==> src/hw/pte_defines.vh <==
// Constants for the peripheral transfer engine: register offsets, control and
// status bit positions, reset values and transfer size codes.
// Assumes it is included by bare name from the design files of the block.
`ifndef PTE_DEFINES_VH
`define PTE_DEFINES_VH

// ----------------------------------------------------------------------------
// Register offsets within the peripheral's own address window
// ----------------------------------------------------------------------------
`define PTE_OFF_RX_PTR       12'h0100
`define PTE_OFF_RX_CNT       12'h0104
`define PTE_OFF_TX_PTR       12'h0108
`define PTE_OFF_TX_CNT       12'h010C
`define PTE_OFF_RX_NPTR      12'h0110
`define PTE_OFF_RX_NCNT      12'h0114
`define PTE_OFF_TX_NPTR      12'h0118
`define PTE_OFF_TX_NCNT      12'h011C
`define PTE_OFF_CONTROL      12'h0120
`define PTE_OFF_STATUS       12'h0124

// ----------------------------------------------------------------------------
// Control (write-only) and status (read-only) bit positions
// ----------------------------------------------------------------------------
`define PTE_BIT_RX_ON        0
`define PTE_BIT_RX_OFF       1
`define PTE_BIT_TX_ON        8
`define PTE_BIT_TX_OFF       9
`define PTE_BIT_RX_STATE     0
`define PTE_BIT_TX_STATE     8

// ----------------------------------------------------------------------------
// Reset values and widths
// ----------------------------------------------------------------------------
`define PTE_RST_PTR          32'h0000_0000
`define PTE_RST_CNT          16'h0000
`define PTE_RST_WORD         32'h0000_0000
`define PTE_CNT_ONE          16'h0001
`define PTE_CNT_W            16

// ----------------------------------------------------------------------------
// Transfer size codes: byte, half-word, word
// ----------------------------------------------------------------------------
`define PTE_SIZE_BYTE        2'h0
`define PTE_SIZE_HALF        2'h1
`define PTE_SIZE_WORD        2'h2
`define PTE_INC_BYTE         32'h0000_0001
`define PTE_INC_HALF         32'h0000_0002
`define PTE_INC_WORD         32'h0000_0004

`endif

==> src/hw/pte_top.v <==
// Peripheral transfer engine for one receive/transmit channel pair: register
// slave, enable control, and the engine that moves one unit per request.
// Assumes one 250 MHz clock, synchronous active-high reset, a register master
// that never waits, and a memory bus that answers each request with an ack.
//
// Operation
// - Receive pointer, 32 bits read/write, at offset 0x100.
// - Receive count, bits 15..0 read/write, at offset 0x104.
// - Transmit pointer, 32 bits read/write, at offset 0x108.
// - Transmit count at 0x10C; transmit transfers stop at zero.
// - Receive next pointer, 32 bits, at offset 0x110.
// - Receive next count, 16 bits, at offset 0x114.
// - Transmit next pointer, 32 bits, at offset 0x118.
// - Transmit next count, 16 bits, at offset 0x11C.
// - Control bit 0 enables receive requests unless bit 1 also written.
// - Control bit 1 disables receive requests; zero leaves state.
// - Control bit 8 enables transmit requests; zero has no effect.
// - Control bit 9 disables transmit requests; zero has no effect.
// - Status bit 0 shows receive enable; resets to zero.
// - Status bit 8 shows transmit enable.
// - Registers sit at the same offsets within each peripheral window.
// - Each transfer advances pointer by 1, 2 or 4 and decrements count.
// - At zero count with a nonzero next count, next pointer and count load; next count clears.
// - End flag at zero count; all-done flag when both counts zero.
// - Writing either count of a direction clears its end flag, except a next-count write in the cycle a step reaches zero.
//
// The address-and-strobe port was left to the implementer.
`include "pte_defines.vh"

module pte_top #(
  parameter ADDR_W = 12,
  parameter PTR_W  = 32
) (
  input  wire              clk_i,
  input  wire              srst_i,
  // Register port.
  input  wire [ADDR_W-1:0] reg_addr_i,
  input  wire [31:0]       reg_wdata_i,
  input  wire              reg_we_i,
  input  wire              reg_re_i,
  output wire [31:0]       reg_rdata_o,
  // Transfer size for both channels.
  input  wire [1:0]        xfer_size_i,
  // Serial peripheral side.
  input  wire              peripheral_rx_request_i,
  input  wire [31:0]       rx_data_i,
  output wire              rx_taken_o,
  input  wire              peripheral_tx_request_i,
  output wire [31:0]       tx_data_o,
  output wire              tx_load_o,
  output wire              rx_buffer_done_o,
  output wire              rx_all_buffers_full_o,
  output wire              tx_buffer_done_o,
  output wire              tx_all_buffers_empty_o,
  // Memory bus side.
  output wire              mem_req_o,
  output wire              mem_we_o,
  output wire [PTR_W-1:0]  mem_addr_o,
  output wire [1:0]        mem_size_o,
  output wire [31:0]       mem_wdata_o,
  input  wire [31:0]       mem_rdata_i,
  input  wire              mem_ack_i
);

  // ---------------------------------------------------------------------------
  // Engine states.
  // ---------------------------------------------------------------------------
  localparam [2:0] ST_IDLE = 3'b001;
  localparam [2:0] ST_RX   = 3'b010;
  localparam [2:0] ST_TX   = 3'b100;

  reg  [2:0]       state_ff;
  reg  [2:0]       nxt_state;
  reg              rx_en_ff;
  reg              tx_en_ff;
  reg              nxt_rx_en;
  reg              nxt_tx_en;
  reg  [31:0]      rdata_ff;
  reg  [31:0]      nxt_rdata;
  reg              mem_req_ff;
  reg              mem_we_ff;
  reg  [PTR_W-1:0] mem_addr_ff;
  reg  [1:0]       mem_size_ff;
  reg  [31:0]      mem_wdata_ff;
  reg  [31:0]      tx_data_ff;
  reg  [PTR_W-1:0] incr;
  wire [11:0]      off;
  wire             wr_rx_ptr;
  wire             wr_rx_cnt;
  wire             wr_tx_ptr;
  wire             wr_tx_cnt;
  wire             wr_rx_nptr;
  wire             wr_rx_ncnt;
  wire             wr_tx_nptr;
  wire             wr_tx_ncnt;
  wire             wr_ctl;
  wire             rx_step;
  wire             tx_step;
  wire             rx_go;
  wire             tx_go;
  wire [PTR_W-1:0] rx_ptr;
  wire [15:0]      rx_cnt;
  wire [PTR_W-1:0] rx_nptr;
  wire [15:0]      rx_ncnt;
  wire [PTR_W-1:0] tx_ptr;
  wire [15:0]      tx_cnt;
  wire [PTR_W-1:0] tx_nptr;
  wire [15:0]      tx_ncnt;

  // ---------------------------------------------------------------------------
  // Address decode: only the offset within this peripheral's window matters.
  // ---------------------------------------------------------------------------
  assign off        = reg_addr_i[11:0];
  assign wr_rx_ptr  = reg_we_i && (off == `PTE_OFF_RX_PTR);
  assign wr_rx_cnt  = reg_we_i && (off == `PTE_OFF_RX_CNT);
  assign wr_tx_ptr  = reg_we_i && (off == `PTE_OFF_TX_PTR);
  assign wr_tx_cnt  = reg_we_i && (off == `PTE_OFF_TX_CNT);
  assign wr_rx_nptr = reg_we_i && (off == `PTE_OFF_RX_NPTR);
  assign wr_rx_ncnt = reg_we_i && (off == `PTE_OFF_RX_NCNT);
  assign wr_tx_nptr = reg_we_i && (off == `PTE_OFF_TX_NPTR);
  assign wr_tx_ncnt = reg_we_i && (off == `PTE_OFF_TX_NCNT);
  assign wr_ctl     = reg_we_i && (off == `PTE_OFF_CONTROL);

  // ---------------------------------------------------------------------------
  // Pointer step for the selected transfer size.
  // ---------------------------------------------------------------------------
  always @* begin
    case (xfer_size_i)
      `PTE_SIZE_BYTE: incr = `PTE_INC_BYTE;
      `PTE_SIZE_HALF: incr = `PTE_INC_HALF;
      default:        incr = `PTE_INC_WORD;
    endcase
  end

  // ---------------------------------------------------------------------------
  // Channels: receive and transmit share one parameterised implementation.
  // ---------------------------------------------------------------------------
  pte_chan #(
    .PTR_W (PTR_W)
  ) u_rx (
    .clk_i      (clk_i),
    .srst_i     (srst_i),
    .wr_ptr_i   (wr_rx_ptr),
    .wr_cnt_i   (wr_rx_cnt),
    .wr_nptr_i  (wr_rx_nptr),
    .wr_ncnt_i  (wr_rx_ncnt),
    .wdata_i    (reg_wdata_i),
    .step_i     (rx_step),
    .incr_i     (incr),
    .ptr_o      (rx_ptr),
    .cnt_o      (rx_cnt),
    .nptr_o     (rx_nptr),
    .ncnt_o     (rx_ncnt),
    .end_o      (rx_buffer_done_o),
    .all_done_o (rx_all_buffers_full_o)
  );

  pte_chan #(
    .PTR_W (PTR_W)
  ) u_tx (
    .clk_i      (clk_i),
    .srst_i     (srst_i),
    .wr_ptr_i   (wr_tx_ptr),
    .wr_cnt_i   (wr_tx_cnt),
    .wr_nptr_i  (wr_tx_nptr),
    .wr_ncnt_i  (wr_tx_ncnt),
    .wdata_i    (reg_wdata_i),
    .step_i     (tx_step),
    .incr_i     (incr),
    .ptr_o      (tx_ptr),
    .cnt_o      (tx_cnt),
    .nptr_o     (tx_nptr),
    .ncnt_o     (tx_ncnt),
    .end_o      (tx_buffer_done_o),
    .all_done_o (tx_all_buffers_empty_o)
  );

  // ---------------------------------------------------------------------------
  // Enable control: a disable bit overrides an enable bit in the same write.
  // ---------------------------------------------------------------------------
  always @* begin
    nxt_rx_en = rx_en_ff;
    nxt_tx_en = tx_en_ff;
    if (wr_ctl) begin
      if (reg_wdata_i[`PTE_BIT_RX_OFF]) begin
        nxt_rx_en = 1'b0;
      end else if (reg_wdata_i[`PTE_BIT_RX_ON]) begin
        nxt_rx_en = 1'b1;
      end
      if (reg_wdata_i[`PTE_BIT_TX_OFF]) begin
        nxt_tx_en = 1'b0;
      end else if (reg_wdata_i[`PTE_BIT_TX_ON]) begin
        nxt_tx_en = 1'b1;
      end
    end
  end

  always @(posedge clk_i) begin
    if (srst_i) begin
      rx_en_ff <= 1'b0;
      tx_en_ff <= 1'b0;
    end else begin
      rx_en_ff <= nxt_rx_en;
      tx_en_ff <= nxt_tx_en;
    end
  end

  // ---------------------------------------------------------------------------
  // Register read mux; unmapped and write-only offsets read as zero.
  // ---------------------------------------------------------------------------
  always @* begin
    nxt_rdata = `PTE_RST_WORD;
    if (reg_re_i) begin
      case (off)
        `PTE_OFF_RX_PTR:  nxt_rdata = rx_ptr;
        `PTE_OFF_RX_CNT:  nxt_rdata = {16'h0000, rx_cnt};
        `PTE_OFF_TX_PTR:  nxt_rdata = tx_ptr;
        `PTE_OFF_TX_CNT:  nxt_rdata = {16'h0000, tx_cnt};
        `PTE_OFF_RX_NPTR: nxt_rdata = rx_nptr;
        `PTE_OFF_RX_NCNT: nxt_rdata = {16'h0000, rx_ncnt};
        `PTE_OFF_TX_NPTR: nxt_rdata = tx_nptr;
        `PTE_OFF_TX_NCNT: nxt_rdata = {16'h0000, tx_ncnt};
        `PTE_OFF_STATUS: begin
          nxt_rdata[`PTE_BIT_RX_STATE] = rx_en_ff;
          nxt_rdata[`PTE_BIT_TX_STATE] = tx_en_ff;
        end
        default:          nxt_rdata = `PTE_RST_WORD;
      endcase
    end
  end

  // Read data stand for one cycle after the strobe, zero otherwise.
  always @(posedge clk_i) begin
    if (srst_i) begin
      rdata_ff <= `PTE_RST_WORD;
    end else begin
      rdata_ff <= nxt_rdata;
    end
  end

  assign reg_rdata_o = rdata_ff;

  // ---------------------------------------------------------------------------
  // Transfer engine. Receive requests are served before transmit requests.
  // A channel only moves data while enabled and its count is nonzero.
  // ---------------------------------------------------------------------------
  assign rx_go   = peripheral_rx_request_i && rx_en_ff && (rx_cnt != `PTE_RST_CNT);
  assign tx_go   = peripheral_tx_request_i && tx_en_ff && (tx_cnt != `PTE_RST_CNT);
  assign rx_step = (state_ff == ST_RX) && mem_ack_i;
  assign tx_step = (state_ff == ST_TX) && mem_ack_i;

  always @* begin
    case (state_ff)
      ST_IDLE: begin
        if (rx_go) begin
          nxt_state = ST_RX;
        end else if (tx_go) begin
          nxt_state = ST_TX;
        end else begin
          nxt_state = ST_IDLE;
        end
      end
      ST_RX:   nxt_state = mem_ack_i ? ST_IDLE : ST_RX;
      ST_TX:   nxt_state = mem_ack_i ? ST_IDLE : ST_TX;
      default: nxt_state = ST_IDLE;
    endcase
  end

  // Bus request registers: launched from idle, dropped on the acknowledge.
  always @(posedge clk_i) begin
    if (srst_i) begin
      state_ff     <= ST_IDLE;
      mem_req_ff   <= 1'b0;
      mem_we_ff    <= 1'b0;
      mem_addr_ff  <= `PTE_RST_PTR;
      mem_size_ff  <= `PTE_SIZE_WORD;
      mem_wdata_ff <= `PTE_RST_WORD;
      tx_data_ff   <= `PTE_RST_WORD;
    end else begin
      state_ff <= nxt_state;
      if (state_ff == ST_IDLE) begin
        if (rx_go) begin
          mem_req_ff   <= 1'b1;
          mem_we_ff    <= 1'b1;
          mem_addr_ff  <= rx_ptr;
          mem_size_ff  <= xfer_size_i;
          mem_wdata_ff <= rx_data_i;
        end else if (tx_go) begin
          mem_req_ff  <= 1'b1;
          mem_we_ff   <= 1'b0;
          mem_addr_ff <= tx_ptr;
          mem_size_ff <= xfer_size_i;
        end
      end else if (mem_ack_i) begin
        mem_req_ff <= 1'b0;
        mem_we_ff  <= 1'b0;
      end
      if (tx_step) begin
        tx_data_ff <= mem_rdata_i;
      end
    end
  end

  assign rx_taken_o  = rx_step;
  assign tx_load_o   = tx_step;
  assign tx_data_o   = tx_data_ff;
  assign mem_req_o   = mem_req_ff;
  assign mem_we_o    = mem_we_ff;
  assign mem_addr_o  = mem_addr_ff;
  assign mem_size_o  = mem_size_ff;
  assign mem_wdata_o = mem_wdata_ff;

endmodule

==> src/hw/pte_chan.v <==
// One transfer channel: current and next pointer, current and next count,
// the end-of-buffer flag and the all-buffers-done level.
// Assumes one clock, synchronous active-high reset, and a parent that gives
// one-cycle write strobes and one-cycle transfer-done steps.
`include "pte_defines.vh"

module pte_chan #(
  parameter PTR_W = 32
) (
  input  wire             clk_i,
  input  wire             srst_i,
  input  wire             wr_ptr_i,
  input  wire             wr_cnt_i,
  input  wire             wr_nptr_i,
  input  wire             wr_ncnt_i,
  input  wire [31:0]      wdata_i,
  input  wire             step_i,
  input  wire [PTR_W-1:0] incr_i,
  output wire [PTR_W-1:0] ptr_o,
  output wire [15:0]      cnt_o,
  output wire [PTR_W-1:0] nptr_o,
  output wire [15:0]      ncnt_o,
  output wire             end_o,
  output wire             all_done_o
);

  reg  [PTR_W-1:0] ptr_ff;
  reg  [15:0]      cnt_ff;
  reg  [PTR_W-1:0] nptr_ff;
  reg  [15:0]      ncnt_ff;
  reg              end_ff;
  reg  [PTR_W-1:0] nxt_ptr;
  reg  [15:0]      nxt_cnt;
  reg  [PTR_W-1:0] nxt_nptr;
  reg  [15:0]      nxt_ncnt;
  reg              nxt_end;
  wire             cnt_zero;
  wire             reload;
  wire             hits_zero;

  assign cnt_zero   = (cnt_ff == `PTE_RST_CNT);
  // Chain to the next buffer when the current one is spent and a next one waits, except in a cycle that writes any of the channel's registers.
  assign reload     = cnt_zero && (ncnt_ff != `PTE_RST_CNT) && !wr_cnt_i && !wr_ptr_i && !wr_nptr_i && !wr_ncnt_i;
  assign hits_zero  = step_i && (cnt_ff == `PTE_CNT_ONE) && !wr_cnt_i;

  // ---------------------------------------------------------------------------
  // Next-state logic: software writes win over hardware updates of a register.
  // ---------------------------------------------------------------------------
  always @* begin
    nxt_ptr  = ptr_ff;
    nxt_cnt  = cnt_ff;
    nxt_nptr = nptr_ff;
    nxt_ncnt = ncnt_ff;
    nxt_end  = end_ff;
    if (step_i && !cnt_zero) begin
      nxt_ptr = ptr_ff + incr_i;
      nxt_cnt = cnt_ff - `PTE_CNT_ONE;
    end
    if (reload) begin
      nxt_ptr  = nptr_ff;
      nxt_cnt  = ncnt_ff;
      nxt_ncnt = `PTE_RST_CNT;
    end
    if (wr_ptr_i) begin
      nxt_ptr = wdata_i[PTR_W-1:0];
    end
    if (wr_cnt_i) begin
      nxt_cnt = wdata_i[15:0];
    end
    if (wr_nptr_i) begin
      nxt_nptr = wdata_i[PTR_W-1:0];
    end
    if (wr_ncnt_i) begin
      nxt_ncnt = wdata_i[15:0];
    end
    // A write to either count clears the end flag; reaching zero in the same cycle sets it unless that write is to the current count.
    if (wr_cnt_i || wr_ncnt_i) begin
      nxt_end = 1'b0;
    end
    if (hits_zero) begin
      nxt_end = 1'b1;
    end
  end

  // ---------------------------------------------------------------------------
  // Channel state registers.
  // ---------------------------------------------------------------------------
  always @(posedge clk_i) begin
    if (srst_i) begin
      ptr_ff  <= `PTE_RST_PTR;
      cnt_ff  <= `PTE_RST_CNT;
      nptr_ff <= `PTE_RST_PTR;
      ncnt_ff <= `PTE_RST_CNT;
      end_ff  <= 1'b1;
    end else begin
      ptr_ff  <= nxt_ptr;
      cnt_ff  <= nxt_cnt;
      nptr_ff <= nxt_nptr;
      ncnt_ff <= nxt_ncnt;
      end_ff  <= nxt_end;
    end
  end

  assign ptr_o      = ptr_ff;
  assign cnt_o      = cnt_ff;
  assign nptr_o     = nptr_ff;
  assign ncnt_o     = ncnt_ff;
  assign end_o      = end_ff;
  assign all_done_o = cnt_zero && (ncnt_ff == `PTE_RST_CNT);

endmodule

==> config.mk <==
export PLATFORM = sky130hd
export DESIGN_NAME = pte_top
export DESIGN_NICKNAME = d
export VERILOG_FILES = /design/src/hw/pte_top.v /design/src/hw/pte_chan.v
export VERILOG_INCLUDE_DIRS = /design/src /design/src/hw
export SDC_FILE = /design/constraint.sdc
export NUM_CORES = 1
export LEC_CHECK = 0
export BUFFER_PORTS_ARGS = -buffer_cell sky130_fd_sc_hd__buf_2
export CAP_MARGIN = 15
export CORE_UTILIZATION = 59
export CTS_BUF_LIST = sky130_fd_sc_hd__clkbuf_8
export DETAILED_ROUTE_END_ITERATION = 12
export PLACE_DENSITY = 0.8
export SLEW_MARGIN = 30
export SYNTH_ARGS = -nofsm -noshare
export SYNTH_HDL_FRONTEND = slang
export SYNTH_SLANG_ARGS = --single-unit
==> constraint.sdc <==
create_clock -name clk_i -period 3.5 [get_ports clk_i]
set_input_delay 0.525 -clock clk_i [delete_from_list [all_inputs] [get_ports clk_i]]
set_output_delay 0.525 -clock clk_i [all_outputs]
set_load 0.1 [all_outputs]
==> results of run 1 <==
worst max-delay path by stage:
| stage | endpoint | depth (start not counted) |
|---|---|---|
| 2_1_floorplan | tx_all_buffers_empty_o | 5 |
| 3_3_place_gp | reg_rdata_o[12] | 8 |
| 3_5_place_dp | reg_rdata_o[12] | 8 |
| 4_1_cts | tx_all_buffers_empty_o | 6 |
| 5_1_grt | tx_all_buffers_empty_o | 6 |
| 6_report | tx_all_buffers_empty_o | 6 |
cell type report:
class	instances	area (um^2)
flip-flops and latches	331	6630
well taps	341	427
multi-input cells	1609	8980
repair buffers	318	1790
clock inverters	29	128
diodes	1	2.50
fillers	2266	8110
clock buffers	66	908
inverters	15	56.3
worst min-delay path: stages:
cell	delay [ps]
buf_2	90
nand2_1	40
a21oi_1	50
registers in the layout (all words and copies together) (netlist names), 32 cells and up:
register     count
u_tx.nptr_o     32
mem_addr_o      32
u_rx.ptr_o      32
reg_rdata_o     32
u_tx.ptr_o      32
mem_wdata_o     32
u_rx.nptr_o     32
tx_data_o       32
logic make-up after synthesis:
group,after synthesis
mux,24
compound gates,668
flops,331
xor+xnor,63
fa+ha+maj,9
buf+inv,204
simple gates,845
metal layers:
metal / up-vias / track usage (%) / routed length, um
li1: 8135 / - / -
met1: 8659 / 64.1 / 25900
met2: 1626 / 66.1 / 27500
met3: 284 / 14.2 / 10900
met4: 0 / 24.0 / 3850
met5: - / 0 / 0
cells in the final DEF, fill, tap and decap left out, drive strengths merged, types with 8 or more instances in the layout:
| master | n |
|---|---|
| a211oi | 27 |
| a21o | 20 |
| a21oi | 260 |
| a222oi | 11 |
| a22oi | 87 |
| a311oi | 33 |
| a31oi | 47 |
| and3 | 16 |
| and4 | 9 |
| buf | 317 |
| clkbuf | 67 |
| dfxtp | 331 |
| ha | 8 |
| inv | 38 |
| mux2i | 21 |
| nand2 | 429 |
| nand3 | 56 |
| nand4 | 29 |
| nor2 | 140 |
| nor3 | 48 |
| nor4 | 49 |
| nor4b | 11 |
| o211ai | 8 |
| o21ai | 109 |
| o22ai | 9 |
| or2 | 8 |
| or3 | 9 |
| or4 | 10 |
| xnor2 | 29 |
| xor2 | 34 |
power breakdown:
part / leakage, uW / internal, uW / switching (uW)
Combinational: 0.00372 / 85.4 / 239
Clock: 0.000622 / 1700 / 1600
Sequential: 0.00266 / 3770 / 1.88
Total: 0.00700 / 5550 / 1840
through the flow:
stage | power, uW | hold WS, ps | utilization (%) | std cells | setup slack, ps
finish | 7390 | 154 | 70.0 | 2710 | 141
global route | 7560 | 155 | 70.0 | 2709 | 71.8
CTS | 7360 | 140 | 70.0 | 2709 | 75.7
detailed placement | 4150 | 443 | 66.1 | 2614 | 455
global placement | 4150 | 439 | 66.1 | 2614 | 458
floorplan | 3980 | 439 | - | 2144 | 73.7
synth_stat cells (4+ instances only):
master     instances
a21o_1            20
a211oi_1          27
ha_1               8
nor3b_1            7
buf_2              4
nand2_1          429
o211ai_1           8
a2bb2oi_1          4
and3_1            16
dfxtp_1          331
xor2_1            34
o211a_1            4
nor4b_1           11
and4_1             9
nand4_1           29
or3_1              9
nor2b_1            5
nand3_1           56
o31a_1             4
xnor2_1           29
nor3_1            48
a21oi_1          260
nor4_1            46
a221oi_1           7
a32oi_1            4
and2_1             5
a31oi_1           47
nor2_1           140
or4_1             10
mux2i_1           21
inv_1             14
clkbuf_1         173
a22oi_1           87
a222oi_1          11
o21a_1             6
or2_2              7
o21ai_0          107
a311oi_1          33
o31ai_1            7
o22ai_1            9
buf_1              9
==> out/qor.csv, run 1 <==
metric,value,unit
async set or reset register ratio after synthesis,0,%
Buffers & Inverters on Critical Path,2,
clk slew on worst S/H paths,60,ps
WL/cell,25.1,um
HP Class,input pin to flip-flop,
Final Cell Area,18900,um^2
XOR/XNOR Fraction of Synth Area,3.38,%
total die area,28400,um^2
count of final max-slew check failures,0,
fin crit share,96.0,%
crit path cell chain,"or4_1, nor4_2, buf_4, nand2_1, nor2_1, clkbuf_4",
Synth cell types,68,
largest net degree at the start of global routing,68,
Residual DRC,0,
Worst Path Required,2970,ps
routability cong.,1.05,
Slew HR,35.4,%
RR Endpoint,u_tx.ptr_o[24],
via count,18704,
vias in the first global route,16881,
layout cells sized above 1,17.9,%
min cycle time layout,3360,ps
crit path launch type,flip-flop,
Initial Util,60.4,%
vias per cell,6.90,
hold_sp,rx_data_i[17],
Iter 0 DRT Violations,3096,
sequential fraction of the synthesis area,40.6,%
crit path max-delay cell type,or4_1,
Max Freq,0.298,GHz
Mapped Avg Cell Area,7.62,um^2
htree depth,2,
ANT nets after route,0,
DPL Wire Length,46.6,mm
Post-CTS Setup Bufs,0,
TritonRoute pass-1 iters,8,
final setup fails,0,
placed inst area,17900,um^2
Hold Path Depth,3,
NumNets Final,2454,
synth top area cells,"dfxtp_1 (41%), nand2_1 (9.9%), a21oi_1 (8.0%)",
status,"finished, final reports clean",
routed wire length,68.1,mm
Hold Path End,mem_wdata_o[17],
Longest Clk Path Bufs,3,
Cell Rows,60,
area grow syn2layout,15.8,%
PortBufs,254,
Mapped Nets,2269,
CTS root buf,clkbuf_8,
crit path capture type,primary output,
main combinational cell family by area after synthesis,compound AO/OA/AOI/OAI gates,
clk_skew,22.5,ps
VDD IR max,0.000329,V
Sink Count,331,
ys flop type,dfxtp_1,
R2R Setup Slk,420,ps
Die Ht,168,um
measured slew at the worst slew-check pin,967,ps
width of the die,168,um
hold buffers post-CTS,0,
mux contribution to synthesized area,1.49,%
adder-cell area share of the yosys netlist,0.674,%
RSZ-0062 raised after global routing,no,
CP top delay family,simple AND/OR/NAND/NOR gates,
initial antenna violation count,2,
crit path DAT,2830,ps
Synth area leader,dfxtp_1,
num ports,255,
CTS tree,done,
worst r2r src,u_tx.cnt_o[4],
total track usage,46.8,%
worst-path fanout max,7,
yosys warns,0,
Static Leak,0.00700,uW
gr ovfl total,0,
compound-gate portion of the synthesized area,25.4,%
count of final hold-check violations,0,
setup_tns,0,ps
Seq cells post-synth,331,
cts bufs inserted,54,
Power Dens Cells,391,nW/um^2
first-pass GRT wire length,102,mm
"slowest stage delay, CP",670,ps
Crit. Startpoint,u_tx.cnt_o[4],
R2R cell count,7,
Synth Cell Area,16300,um^2
max cap viols,0,
post-cts resize count,0,
Mapped Cells,2144,
clock latency on the worst-skew pair,610,ps
Yosys top cell area share,40.6,%
Post-Synth Simple-Gate Area,23.7,%
Setup CP Type,flip-flop to primary output,
number of synthesized flops with an enable pin,0,
core area,27000,um^2
No activity file was read; power rests on OpenSTA's default activity.
==> inputs of run 2 (changes only) <==
CORE_UTILIZATION = 50   (was 59)
PLACE_DENSITY = 0.69   (was 0.8)
==> run 2 against run 1 <==
Compared with the run above:
- cell count rose by 3.7%
- register-to-register slack barely moved
- die area rose by 18%
- highest routed layer unchanged
==> out/qor.csv, run 2 (synthesized netlist as in run 1, its figures left out) <==
metric,value,unit
status,"finished, final reports clean",
num ports,255,
Power Dens Cells,397,nW/um^2
Die Ht,183,um
Slew HR,42.3,%
crit path capture type,primary output,
worst r2r src,u_tx.cnt_o[4],
Most Crowded Layer GR,met2,
Initial Util,51.2,%
CTS root buf,clkbuf_8,
Max Freq,0.292,GHz
routability cong.,1.06,
vias per cell,6.46,
"most common cell after layout, fill and taps aside",nand2_1,
vias in the first global route,16580,
VDD IR max,0.000309,V
RSZ-0062 raised after global routing,no,
max cap viols,0,
clock latency on the worst-skew pair,660,ps
Residual DRC,0,
CTS tree,done,
met2 global-route usage,59.5,%
DPL Wire Length,49.0,mm
routed wire length,69.0,mm
HP Class,input pin to flip-flop,
measured slew at the worst slew-check pin,863,ps
htree depth,2,
Cell Rows,65,
cts bufs inserted,55,
core area,31900,um^2
Static Leak,0.00705,uW
Longest Clk Path Bufs,3,
Setup CP Type,flip-flop to primary output,
layout cells sized above 1,18.2,%
count of final hold-check violations,0,
PortBufs,254,
crit path launch type,flip-flop,
area grow syn2layout,17.3,%
Sink Count,331,
largest net degree at the start of global routing,99,
count of final max-slew check failures,0,
clk_skew,34.2,ps
TritonRoute pass-1 iters,6,
ANT nets after route,0,
Post-CTS Setup Bufs,0,
gr ovfl total,0,
Final Core Density,60.1,%
total die area,33400,um^2
fin crit share,97.9,%
initial antenna violation count,1,
via count,18151,
final setup fails,0,
M3 GR Usage,9.83,%
hold_sp,rx_data_i[6],
worst-path fanout max,6,
most frequent cells in the layout,"nand2_1 (429), dfxtp_1 (331), a21oi_1 (259)",
NumNets Final,2457,
WL/cell,24.6,um
total track usage,40.7,%
first-pass GRT wire length,103,mm
Worst Path Required,2970,ps
min cycle time layout,3430,ps
setup_tns,0,ps
Iter 0 DRT Violations,2486,
width of the die,183,um
crit path DAT,2900,ps
clk slew on worst S/H paths,60,ps
Crit. Startpoint,u_rx.cnt_o[5],
met1 usage,56.1,%
==> run 2: cell count changes in the layout (fill, tap and decap cells not counted), sizes merged <==
cell	delta
inv	-5
clkbuf	+4
bufinv	+1
buf	+3
diode	+1
clkinvlp	+1
==> run 2: what timing repair did <==
item / in CTS / in global routing
resized for setup: 1 / 1
endpoints found under the setup margin: 1 / 1
hold endpoints to repair: 0 / 0
hold buffers: 0 / 0
==> run 2: path summary, 6_finish.rpt <==
path | to | slack [ps] | depth (start not counted)
min | mem_wdata_o[6] | 90 | 3
max | rx_all_buffers_full_o | 70 | 5
max reg2reg | u_tx.ptr_o[28] | 420 | 7
min reg2reg | mem_wdata_o[15] | 450 | 2
==> run 2: where the power goes <==
part	total, uW	switching [uW]	internal [uW]	leakage [uW]
Sequential	3770	1.91	3770	0.00266
Combinational	318	232	86.3	0.00373
Clock	3520	1640	1880	0.000646
==> run 2: worst max-delay path, stage by stage (launching register included) <==
cell and delay (ps):
dfxtp_1 420, nor4_1 680, nand4_1 350, buf_4 270
nor2_1 100, buf_2 440
==> run 2: per-layer routing <==
layer,routed length [um],up-vias
li1,-,8132
met1,27800,8534
met2,28900,1298
met3,9240,187
met4,3010,0
met5,0,-
==> run 2: layout make-up <==
cell class | count | area, um^2
Inverter | 15 | 56.3
Sequential cell | 331 | 6630
Multi-Input combinational cell | 1609 | 8990
Clock inverter | 26 | 141
Timing Repair Buffer | 320 | 1820
Antenna cell | 2 | 5.00
Tap cell | 435 | 544
Fill cell | 3025 | 12700
Clock buffer | 71 | 977
==> run 2: stage by stage <==
| step | cell area (um^2) | hold slack [ps] | instances | power, uW | setup WS, ps |
|---|---|---|---|---|---|
| 2_1_floorplan | 16300 | 439 | 2144 | 3980 | 73.7 |
| 3_3_place_gp | 18000 | 439 | 2710 | 4160 | 497 |
| 3_5_place_dp | 18000 | 443 | 2710 | 4160 | 432 |
| 4_1_cts | 19200 | 68.6 | 2807 | 7620 | 101 |
| 5_1_grt | 19200 | 90.4 | 2807 | 7820 | 11.0 |
| 6_report | 19200 | 95.0 | 2809 | 7610 | 73.5 |
